### config.mk
export PLATFORM = sky130hd
export DESIGN_NAME = dtp_trigger_out
export DESIGN_NICKNAME = d
export VERILOG_FILES = /design/src/shared/dtp_pkg.sv /design/src/dtp_sync.sv /design/src/dtp_trigger_out.sv
export SDC_FILE = /design/constraint.sdc
export NUM_CORES = 2
export LEC_CHECK = 0
export BUFFER_PORTS_ARGS = -buffer_cell sky130_fd_sc_hd__buf_2
export CAP_MARGIN = 5
export CORE_MARGIN = 10
export CORE_UTILIZATION = 55
export DETAILED_ROUTE_END_ITERATION = 10
export PLACE_DENSITY = 0.8
export SLEW_MARGIN = 20
export SYNTH_ARGS = -nofsm -noshare
export SYNTH_HDL_FRONTEND = slang
export SYNTH_SLANG_ARGS = --single-unit
### constraint.sdc
create_clock -name ref_clk -period 10.5 [get_ports ref_clk]
set_input_delay 0.525 -clock ref_clk [delete_from_list [all_inputs] [get_ports ref_clk]]
set_output_delay 0.525 -clock ref_clk [all_outputs]
set_load 0.05 [all_outputs]
### src/shared/dtp_pkg.sv
// Constants, register map and state types of the dual trigger pulse output
package dtp_pkg;

    // Clock and timing
    localparam int CLK_PERIOD_NS = 8;
    localparam int TICK_US = 40;
    localparam int TICK_CYC_DEF = (TICK_US * 1000) / CLK_PERIOD_NS;
    localparam int EARLY_NS = 1000;
    localparam int EARLY_CYC = (EARLY_NS + CLK_PERIOD_NS - 1) / CLK_PERIOD_NS;
    localparam int SPIKE_NS = 1000;
    localparam int SPIKE_CYC = (SPIKE_NS + CLK_PERIOD_NS - 1) / CLK_PERIOD_NS;
    localparam logic [22:0] ROUND_US = 23'h000014;
    localparam logic [22:0] MAX_US = 23'h2625A0;
    localparam logic [22:0] STEP_US = 23'h000028;

    // Register byte addresses
    localparam logic [7:0] REG_CTRL = 8'h00;
    localparam logic [7:0] REG_WIDTH = 8'h04;
    localparam logic [7:0] REG_SDELAY = 8'h08;
    localparam logic [7:0] REG_SWIDTH = 8'h0C;
    localparam logic [7:0] REG_FWIDTH = 8'h10;
    localparam logic [7:0] REG_FDELAY = 8'h14;
    localparam logic [7:0] REG_FHALF = 8'h18;
    localparam logic [7:0] REG_STATUS = 8'h1C;

    // Control register fields
    localparam int CTRL_SNAP_EN = 0;
    localparam int CTRL_SNAP_POL = 1;
    localparam int CTRL_OUT_POL = 2;
    localparam int CTRL_SEC_CUSTOM = 3;
    localparam int CTRL_SEL_LO = 4;

    // Status register fields
    localparam int STAT_PRIM = 0;
    localparam int STAT_SEC = 1;
    localparam int STAT_SNAP = 2;

    // Reset values
    localparam logic RST_SNAP_EN = 1'b0;
    localparam logic RST_SNAP_POL = 1'b0;
    localparam logic RST_OUT_POL = 1'b1;
    localparam logic [3:0] RST_SEL = 4'h0;

    // Output-select code groups: upper bits pick the mode, lower bits the outputs
    typedef enum logic [1:0] {
        DTP_STANDARD,
        DTP_WIDTH,
        DTP_DELAY,
        DTP_FREQ
    } dtp_mode_e;

    typedef struct packed {
        logic meta;
        logic stable;
    } dtp_sync_s;

    typedef struct packed {
        logic [31:0] tick_cnt;
        logic tick;
        logic snap_samp;
        logic snap_prev;
        logic snap_edge;
        logic snap_en;
        logic snap_pol;
        logic out_pol;
        logic sec_custom;
        logic [3:0] out_sel;
        logic [15:0] w_ticks;
        logic [15:0] d_ticks;
        logic [15:0] w2_ticks;
        logic [31:0] fine_width;
        logic [31:0] fine_delay;
        logic [31:0] fine_half;
        logic prim_act;
        logic [31:0] prim_rem;
        logic [31:0] prim_el;
        logic sec_act;
        logic sec_armed;
        logic sec_with_prim;
        logic [31:0] fine_cnt;
        logic out_p;
        logic out_s;
        logic [31:0] rd_data;
    } dtp_state_s;

endpackage : dtp_pkg

### src/dtp_sync.sv
// Two-stage synchroniser for a level from outside the clock domain
`timescale 1ns/1ns
module dtp_sync
    import dtp_pkg::*;
(
    input wire logic ref_clk,
    input wire logic rst_b,
    input wire logic async_in,
    input wire logic rst_val,
    output logic sync_out
);

    dtp_sync_s st_q;
    dtp_sync_s st_d;

    always_comb begin
        st_d.meta = async_in;
        st_d.stable = st_q.meta;
    end

    // Reset loads zero; the rst_val tie-off that the caller passes is not used
    always_ff @(posedge ref_clk or negedge rst_b) begin
        if (!rst_b) begin
            st_q <= '0;
        end else begin
            st_q <= st_d;
        end
    end

    assign sync_out = st_q.stable;

endmodule : dtp_sync

### src/dtp_trigger_out.sv
// Dual trigger pulse output: primary pulse, secondary modes and snapshot trigger
`timescale 1ns/1ns
// Overview of operation
// Active snapshot edge fires trigger when enabled
// Snapshot trigger enable resets off, reads back
// Snapshot pulses add to any trigger mode
// Only dedicated snapshot pin triggers pulses
// Sample snapshot every 40 us tick
// Both outputs share polarity and source
// Primary at least 40 us; zero gives spike
// Standard: copy, or delayed/width within primary
// Standard values rounded to 40 us steps
// Precise width starts with primary, fine width
// Codes 5,6,7 select width-mode outputs
// Precise delay in fine steps after primary
// Delayed pulse clears with primary or tick
// Codes 9,10,11 select delay-mode outputs
// Frequency mode: secondary free-runs, 50% duty
// No phase sync between frequency outputs
// Codes 13,14,15 select frequency-mode outputs
// Primary width from common width setting
// Snapshot polarity selects the active edge
// Compare current and previous tick samples
module dtp_trigger_out
    import dtp_pkg::*;
#(
    parameter int TICK_CYC = TICK_CYC_DEF
) (
    input wire logic ref_clk,
    input wire logic rst_b,
    input wire logic [7:0] reg_addr,
    input wire logic [31:0] reg_wdata,
    input wire logic reg_wr,
    input wire logic reg_rd,
    output logic [31:0] reg_rdata,
    input wire logic trig_req,
    input wire logic snap_pin,
    output logic primary_output,
    output logic secondary_output
);

    localparam logic [31:0] TICK_C = 32'(TICK_CYC);
    localparam logic [31:0] EARLY_C = 32'(EARLY_CYC);
    localparam logic [31:0] SPIKE_C = 32'(SPIKE_CYC);

    dtp_state_s st_q;
    dtp_state_s st_d;
    logic snap_sync;
    logic fire;
    logic start;
    logic snap_fire;
    dtp_mode_e mode;
    logic sel_p;
    logic sel_s;
    logic [31:0] std_on_c;
    logic [31:0] std_off_c;
    logic [22:0] wr_us;
    logic [15:0] wr_ticks;

    dtp_sync u_snap_sync (
        .ref_clk(ref_clk),
        .rst_b(rst_b),
        .async_in(snap_pin),
        .rst_val(1'b0),
        .sync_out(snap_sync)
    );

    // Code 0..4 or an unused low pair falls back to the standard mode
    always_comb begin
        if (st_q.out_sel[1:0] == 2'h0) begin
            mode = DTP_STANDARD;
        end else begin
            mode = dtp_mode_e'(st_q.out_sel[3:2]);
        end
        sel_p = (mode == DTP_STANDARD) || st_q.out_sel[0];
        sel_s = (mode == DTP_STANDARD) || st_q.out_sel[1];
    end

    // Snapshot pulses join the ordinary trigger request, independent of mode
    assign snap_fire = st_q.snap_edge && st_q.snap_en;
    assign fire = trig_req || snap_fire;
    assign start = fire && !st_q.prim_act;

    // Standard-mode secondary window within the primary pulse
    assign std_on_c = 32'(st_q.d_ticks) * TICK_C;
    assign std_off_c = 32'(32'(st_q.d_ticks) + 32'(st_q.w2_ticks)) * TICK_C;

    // Microseconds to 40 us steps, rounded to nearest and clipped
    always_comb begin
        wr_us = (reg_wdata[31:23] != 9'h000) ? MAX_US : reg_wdata[22:0];
        if (wr_us > MAX_US) begin
            wr_us = MAX_US;
        end
        wr_ticks = 16'((wr_us + ROUND_US) / STEP_US);
    end

    always_comb begin
        st_d = st_q;
        st_d.tick = 1'b0;
        st_d.snap_edge = 1'b0;

        // Sampling tick
        if (st_q.tick_cnt >= TICK_C - 32'h00000001) begin
            st_d.tick_cnt = '0;
            st_d.tick = 1'b1;
        end else begin
            st_d.tick_cnt = st_q.tick_cnt + 32'h00000001;
        end

        // Snapshot level taken once per tick, normalised to active-high
        if (st_q.tick) begin
            st_d.snap_samp = snap_sync ~^ st_q.snap_pol;
            st_d.snap_prev = st_q.snap_samp;
            st_d.snap_edge = (snap_sync ~^ st_q.snap_pol) && !st_q.snap_samp;
        end

        // Primary pulse
        if (start) begin
            st_d.prim_act = 1'b1;
            st_d.prim_el = '0;
            if (st_q.w_ticks == 16'h0000) begin
                st_d.prim_rem = SPIKE_C;
            end else begin
                st_d.prim_rem = 32'(st_q.w_ticks) * TICK_C;
            end
        end else if (st_q.prim_act) begin
            st_d.prim_el = st_q.prim_el + 32'h00000001;
            st_d.prim_rem = st_q.prim_rem - 32'h00000001;
            if (st_q.prim_rem <= 32'h00000001) begin
                st_d.prim_act = 1'b0;
            end
        end

        // Secondary pulse
        unique case (mode)
            DTP_STANDARD: begin
                st_d.sec_armed = 1'b0;
                if (!st_q.sec_custom) begin
                    st_d.sec_act = st_d.prim_act;
                end else begin
                    st_d.sec_act = st_d.prim_act && (st_d.prim_el >= std_on_c)
                        && ((st_q.w2_ticks == 16'h0000) || (st_d.prim_el < std_off_c));
                end
            end
            DTP_WIDTH: begin
                st_d.sec_armed = 1'b0;
                if (start) begin
                    st_d.sec_act = (st_q.fine_width != 32'h00000000);
                    st_d.fine_cnt = st_q.fine_width;
                end else if (st_q.sec_act) begin
                    st_d.fine_cnt = st_q.fine_cnt - 32'h00000001;
                    if (st_q.fine_cnt <= 32'h00000001) begin
                        st_d.sec_act = 1'b0;
                    end
                end
            end
            DTP_DELAY: begin
                // Clearing first so that a fresh set in the same cycle stands
                if (st_q.sec_act) begin
                    if (st_q.sec_with_prim ? !st_d.prim_act : st_q.tick) begin
                        st_d.sec_act = 1'b0;
                    end
                end
                if (start) begin
                    if (st_q.fine_delay == 32'h00000000) begin
                        st_d.sec_act = 1'b1;
                        st_d.sec_armed = 1'b0;
                        st_d.sec_with_prim = (st_d.prim_rem >= EARLY_C);
                    end else begin
                        st_d.sec_armed = 1'b1;
                        st_d.fine_cnt = st_q.fine_delay - 32'h00000001;
                    end
                end else if (st_q.sec_armed) begin
                    if (st_q.fine_cnt == 32'h00000000) begin
                        st_d.sec_armed = 1'b0;
                        st_d.sec_act = 1'b1;
                        st_d.sec_with_prim = st_q.prim_act && (st_q.prim_rem >= EARLY_C);
                    end else begin
                        st_d.fine_cnt = st_q.fine_cnt - 32'h00000001;
                    end
                end
            end
            DTP_FREQ: begin
                // Free-running; no phase lock to the primary trigger
                st_d.sec_armed = 1'b0;
                if (st_q.fine_cnt == 32'h00000000) begin
                    st_d.sec_act = !st_q.sec_act;
                    if (st_q.fine_half == 32'h00000000) begin
                        st_d.fine_cnt = '0;
                    end else begin
                        st_d.fine_cnt = st_q.fine_half - 32'h00000001;
                    end
                end else begin
                    st_d.fine_cnt = st_q.fine_cnt - 32'h00000001;
                end
            end
        endcase

        // Shared polarity; unselected output sits at the inactive level
        st_d.out_p = (sel_p && st_q.prim_act) ~^ st_q.out_pol;
        st_d.out_s = (sel_s && st_q.sec_act) ~^ st_q.out_pol;

        // Register writes
        if (reg_wr) begin
            unique case (reg_addr)
                REG_CTRL: begin
                    st_d.snap_en = reg_wdata[CTRL_SNAP_EN];
                    st_d.snap_pol = reg_wdata[CTRL_SNAP_POL];
                    st_d.out_pol = reg_wdata[CTRL_OUT_POL];
                    st_d.sec_custom = reg_wdata[CTRL_SEC_CUSTOM];
                    st_d.out_sel = reg_wdata[CTRL_SEL_LO +: 4];
                end
                REG_WIDTH: st_d.w_ticks = wr_ticks;
                REG_SDELAY: st_d.d_ticks = wr_ticks;
                REG_SWIDTH: st_d.w2_ticks = wr_ticks;
                REG_FWIDTH: st_d.fine_width = reg_wdata;
                REG_FDELAY: st_d.fine_delay = reg_wdata;
                REG_FHALF: st_d.fine_half = reg_wdata;
                default: begin
                end
            endcase
        end

        // Register reads; unmapped addresses answer zero
        st_d.rd_data = '0;
        if (reg_rd) begin
            unique case (reg_addr)
                REG_CTRL: begin
                    st_d.rd_data[CTRL_SNAP_EN] = st_q.snap_en;
                    st_d.rd_data[CTRL_SNAP_POL] = st_q.snap_pol;
                    st_d.rd_data[CTRL_OUT_POL] = st_q.out_pol;
                    st_d.rd_data[CTRL_SEC_CUSTOM] = st_q.sec_custom;
                    st_d.rd_data[CTRL_SEL_LO +: 4] = st_q.out_sel;
                end
                REG_WIDTH: st_d.rd_data = 32'(st_q.w_ticks) * 32'(STEP_US);
                REG_SDELAY: st_d.rd_data = 32'(st_q.d_ticks) * 32'(STEP_US);
                REG_SWIDTH: st_d.rd_data = 32'(st_q.w2_ticks) * 32'(STEP_US);
                REG_FWIDTH: st_d.rd_data = st_q.fine_width;
                REG_FDELAY: st_d.rd_data = st_q.fine_delay;
                REG_FHALF: st_d.rd_data = st_q.fine_half;
                REG_STATUS: begin
                    st_d.rd_data[STAT_PRIM] = st_q.prim_act;
                    st_d.rd_data[STAT_SEC] = st_q.sec_act;
                    st_d.rd_data[STAT_SNAP] = st_q.snap_samp;
                end
                default: begin
                end
            endcase
        end
    end

    always_ff @(posedge ref_clk or negedge rst_b) begin
        if (!rst_b) begin
            st_q <= '0;
            st_q.snap_en <= RST_SNAP_EN;
            st_q.snap_pol <= RST_SNAP_POL;
            st_q.out_pol <= RST_OUT_POL;
            st_q.out_sel <= RST_SEL;
            st_q.out_p <= ~RST_OUT_POL;
            st_q.out_s <= ~RST_OUT_POL;
        end else begin
            st_q <= st_d;
        end
    end

    assign reg_rdata = st_q.rd_data;
    assign primary_output = st_q.out_p;
    assign secondary_output = st_q.out_s;
endmodule : dtp_trigger_out
# Yosys cells after proc, flatten, opt, wreduce, memory -nomap -nowiden
# Index checks and enable logic that the tools add are counted.
# W data, S select, Z words.
# word_totals
output_inout_bits,34
reg_bits,323
inputBits,46
word_cells,143
# classes
n_mul,6
n_addsub,8
div_mod_pow,1
n_mux,36
bitwise,3
reduce_logical,38
eq_ne,16
order_cmp,8
# op_table
op,count
$mux W32,8
$pmux W24 S6,1
$mux W65,2
$sub A32 B1 Y32 const B,4
$logic_not A32 Y1,3
$pmux W32 S3,1
$mux W35,2
$add A32 B1 Y32 const B,2
$ge A32 B7 Y1 const B,2
$le A32 B1 Y1 const B,2
$mul A16 B3 Y19 const B,3
$mul A16 B10 Y26 const B,2
$mux W23,2
$pmux W5 S7,1
$eq A8 B5 Y1 const B,4
$ge A32 B13 Y1 const B,1
$ge A32 B29 Y1,1
$logic_not A16 Y1,2
$lt A32 B30 Y1,1
$reduce_bool A32 Y1,1
$mux W29,1
$mul A17 B10 Y27 const B,1
$add A23 B5 Y23 const B,1
$div A23 B6 Y23 const B,1
26 further kinds,67

# Logic depth before layout (Yosys ltp)
# logic_depth
ltp_word,12
depth_mapped,45
mapped_depth_nobuf,45

# Hierarchy
# From an unflattened synthesis, not the netlist that was laid out.
# unflattened
cells_unflattened,3648
hier_area_um2,31632.8
# by_module_without_submodules
module,area_per_inst_um2,instances,seq_area_each_um2,cells_per_inst
dtp_trigger_out,31582.8,1,8034.0,3646
dtp_sync,50.0,1,50.0,2

# Worst setup path after synthesis
# OpenSTA, ideal clock, no wires.
# synth_timing
path_type,input -> register
startpoint,input port reg_wdata[19]
endpoint,register st_q[246] (netlist name)
required_time_ps,10404
path_slack_ps,748
path_buffers,4
t_arrival_ps,9656
path_stages,36
path_cell_list,buf_2 > or4_4 > nor4b_4 > nand3_1 > nand2_1 > clkbuf_1 > clkbuf_1 > and2_1 > ha_1 > clkbuf_1 > o211ai_1 > nor4_1 > nand2_1 > a211oi_4 > mux2_2 > a31o_1 > a211oi_1 > mux2i_4 > a21oi_1 > a311oi_1 > or4_1 > a211oi_1 > nor3_1 > a21o_1 > o41a_1 > a2bb2o_4 > a2111oi_4 > mux2_1 > a31o_1 > o2111ai_1 > a22oi_1 > a311o_1 > a21oi_1 > maj3_2 > a211oi_2 > o31ai_1
# synth_between
elab_chain_cells,5
# synth_lines
element,line_no,rtl
from (decl),dtp_trigger_out.sv:32,"input wire logic [31:0] reg_wdata,"
$mux W23 (*),dtp_trigger_out.sv:90,wr_us = (reg_wdata[31:23] != 9'h000) ? MAX_US : reg_wdata[22:0];
$gt A23 B22 Y1,dtp_trigger_out.sv:91,if (wr_us > MAX_US) begin
$mux W23 (*),dtp_trigger_out.sv:91,
$add A23 B5 Y23 (*),dtp_trigger_out.sv:94,wr_ticks = 16'((wr_us + ROUND_US) / STEP_US);
$div A23 B6 Y23 (*),dtp_trigger_out.sv:94,
to (signal assigned),dtp_trigger_out.sv:262,st_q <= st_d;
to (decl),dtp_trigger_out.sv:46,dtp_state_s st_q;
# Mark *: on every way between the ends. The rest lies on a longest branch, timed or not.
# A chain may end at the register's enable or synchronous reset.

# Worst setup path after layout
# layout_timing
startpoint,input port reg_wdata[25]
endpoint,register st_q[246] (netlist name)
# layout_between
elab_chain_cells,6
# layout_lines
element,line_no
$reduce_bool A9 Y1 (*),dtp_trigger_out.sv:90
$mux W23 (*),dtp_trigger_out.sv:90
$gt A23 B22 Y1,dtp_trigger_out.sv:91
$mux W23 (*),dtp_trigger_out.sv:91
$add A23 B5 Y23 (*),dtp_trigger_out.sv:94
$div A23 B6 Y23 (*),dtp_trigger_out.sv:94
# Marked as above.

==> qor_table.md <==
| Item | Value |
|---|---|
| Most frequent standard cell in the layout excluding fill and tap cells | sky130_fd_sc_hd__inv_1 |
| Effective utilization at floorplan | 0.558 |
| Router iterations before antenna repair | 6 |
| Global-route wire length before repair | 157,000 um |
| Half-perimeter wire length after detailed placement | 73,500 um |
| Clock-pin slew of the registers on the worst-case setup and hold paths | 60 ps |
| Detail Route Antenna Nets | 0 |
| Vias in the first global route | 28,884 |
| Setup Slack @ Placement | 207 ps |
| Number of I/O pins | 80 |
| Fin. Hold Viols | 3 |
| Flip-flop and latch count after synthesis | 323 |
| Number of nets in the final layout | 4,434 |
| Unrepaired setup endpoints after global routing | no |
| Static leakage power | 17.0 nW |
| Most frequent cells in the layout | sky130_fd_sc_hd__inv_1, sky130_fd_sc_hd__ha_1, sky130_fd_sc_hd__dfrtp_1, sky130_fd_sc_hd__nor2_1, sky130_fd_sc_hd__nand2_1 |
| Worst hold slack | -16.8 ps |
| Area growth syn-to-layout | 7.22% |
| Period Utilization, post-route | 0.943 |
| Area of the die | 70,400 um^2 |
| Required time at the worst-slack endpoint | 10,930 ps |
| Element type at the critical path start | input pin |
| Maximum clock rate | 0.101 GHz |
| Mapped Area | 33,100 um^2 |
| Fin Clk Skew | 17.1 ps |
| Arrival time at the worst endpoint | 10,330 ps |
| Number of clock buffers inserted by TritonCTS | 40 |
| Drt via density | 6.30 |
| Number of buffers added on ports | 79 |
| Count of routing violations after the opening detailed-route iteration | 3,385 |
| Failing checks | negative hold slack |
| Count of cells resized by post-cts repair | 0 |
| Core box area | 59,400 um^2 |
| Worst setup path category | input pin to flip-flop |
| Post-synthesis sequential area ratio | 0.244 |
| Routability congestion estimate from global placement | 0.982 |
| Max IR drop VDD | 0.146 mV |
| Pin count of the biggest net entering global routing | 101 |
| Clock Tree Buf Depth | 3 |
| Root buffer cell | sky130_fd_sc_hd__clkbuf_16 |
| Finished Core Util | 0.598 |
| Hold crit path type | input pin to asynchronous set/reset pin |
| Residual overflow from global routing | 0 |
| Total detailed-routing wirelength | 97,800 um |
| Stage delay of the slowest cell on the critical path | 640 ps |
| Instance count of the mapped netlist | 3,887 |
| Total number of clock tree sinks | 323 |
| Post-synthesis async set-or-reset flop share | 1.00 |
| Final setup fails | 0 |
| Worst Max-Slew Pin Slew | 1040 ps |
| Endpoint kind of the worst setup timing path | flip-flop |
| Die Span X | 265 um |
| Count of distinct cell types in the synthesized netlist | 123 |
| Antenna violations before repair | 4 |
| Number of synthesized flops with an enable pin | 0 |
| Crit-path max FO | 28 |
| Aggregate global-route resource usage | 0.274 |
| CTS H-tree lvls | 2 |
| Library cell contributing the largest single delay on the critical path | sky130_fd_sc_hd__nor3_2 |
| Aggregate negative setup slack | 0 ps |
| Count of maximum capacitance violations | 0 |
| Relative max-transition margin | 0.302 |
| Most instantiated flip-flop cell in the synthesis netlist | sky130_fd_sc_hd__dfrtp_1 |
| Number of post-CTS setup repair buffers | 0 |
| Total of hold buffers inserted after clock tree synthesis | 0 |
| Clock tree from TritonCTS | done |
| Via count | 29,612 |
| Clock insertion delay at the later pin of the skew report | 570 ps |
| Die extent in y | 265 um |
| Yosys synthesis warning count | 0 |
| DRC violations left | 0 |
| Mean area per synthesized cell | 8.52 um^2 |
| Row Count | 89 |
| Run status | finished with violations |
| Fin. max-slew vios | 0 |
| Fraction of layout cells with a size suffix above 1 | 0.101 |
| Average detailed-routed wire length per instance | 20.8 um |
| Tmin final | 9900 ps |
| Pwr Density | 119 nW/um^2 |
| Final setup margin | 602 ps |
-- per-layer routing --
layer  track usage  vias to the layer above  share of wire
met5             0                        -        0.00026
met4        0.0949                        4          0.034
met3        0.0411                      243          0.089
met2         0.438                     1378           0.45
met1         0.372                    14260           0.43
li1              -                    13727              -
-- synthesized netlist by cell type, drive strengths merged, types with 8 or more instances --
cell     count  share of area
a2111oi     11         0.0045
a211oi      31         0.0081
a21boi      11         0.0025
a21o        60          0.014
a21oi      230          0.035
a221oi      21         0.0056
a22o         8         0.0021
a22oi       51          0.012
a311oi      10         0.0030
a31o        11         0.0029
a31oi       39         0.0076
and2        25         0.0048
and3        28         0.0053
buf         57          0.011
clkbuf     130          0.015
dfrtp      322           0.24
fa         112          0.068
ha         385           0.15
inv        458          0.052
mux2       107          0.036
mux2i       16         0.0052
nand2      277          0.032
nand2b      36         0.0068
nand3       79          0.012
nand4       38         0.0072
nor2       284          0.033
nor2b       21         0.0040
nor3       106          0.017
nor4        63          0.014
o2111ai     12         0.0032
o211ai      30         0.0068
o21a        11         0.0025
o21ai      264          0.040
o21bai      50          0.011
o221ai      17         0.0045
o22ai       27         0.0051
o31ai       22         0.0056
or2         18         0.0034
or3         41         0.0079
or4         28         0.0067
xnor2      155          0.041
xor2        79          0.021
-- worst max-delay path: cells and delay by family --
kind | cells | cell delay (ps)
AND/OR/NAND/NOR | 14 | 4710
multiplexers | 2 | 690
AO/OA/AOI/OAI | 15 | 3920
adder cells (fa/ha/maj) | 1 | 340
buffers and inverters | 1 | 110
-- power breakdown --
part / switching [mW] / total (mW) / internal, mW / leakage [nW]
Combinational: 0.751 / 1.29 / 0.541 / 12.1
Sequential: 0.132 / 1.46 / 1.33 / 4.29
Clock: 0.599 / 1.48 / 0.884 / 0.679
Total: 1.48 / 4.24 / 2.76 / 17.0
-- final cells by class --
class / instances / area [um^2]
sequential: 323 / 8080
clock inverter: 24 / 314
tap: 773 / 967
inverter: 458 / 1720
multi-input combinational: 2937 / 22500
timing repair buffer: 131 / 800
antenna: 3 / 7.51
clock buffer: 48 / 1070
fill: 5090 / 23800
-- cells by family after synthesis --
kind of cell	synth area share
buf+inv	0.0779
compound gates	0.201
xor+xnor	0.0621
fa+ha+maj	0.214
flops	0.244
simple gates	0.158
mux	0.0423
other cells	0.000113
-- metrics by stage --
stage	total power, mW	instance area, um^2	cells
floorplan	2.40	33200	3905
global placement	2.70	34100	4622
detailed placement	2.75	34100	4622
CTS	4.25	35500	4694
global route	4.51	35500	4694
finish	4.24	35500	4697
-- state kept, by name (all words and copies together) (netlist names) --
signal / cells
st_q: 287
reg_rdata: 32
primary_output: 1
secondary_output: 1
u_snap_sync.st_d: 1
u_snap_sync.sync_out: 1
-- worst paths after layout --
| check | start | endpoint | slack (ps) | depth (start not counted) |
|---|---|---|---|---|
| worst min register to register | u_snap_sync.st_d[0] | u_snap_sync.sync_out | 350 | 0 |
| min in group ref_clk | snap_pin | u_snap_sync.st_d[0] | 70 | 1 |
| worst max-delay path | reg_wdata[25] | st_q[246] | 600 | 33 |
| max in group asynchronous | rst_b | st_q[86] | 9020 | 2 |
| worst min-delay path | rst_b | st_q[194] | -20 | 1 |
| worst max register to register | st_q[247] | st_q[68] | 940 | 42 |
Note: power is estimated with default switching activity, not from simulation.
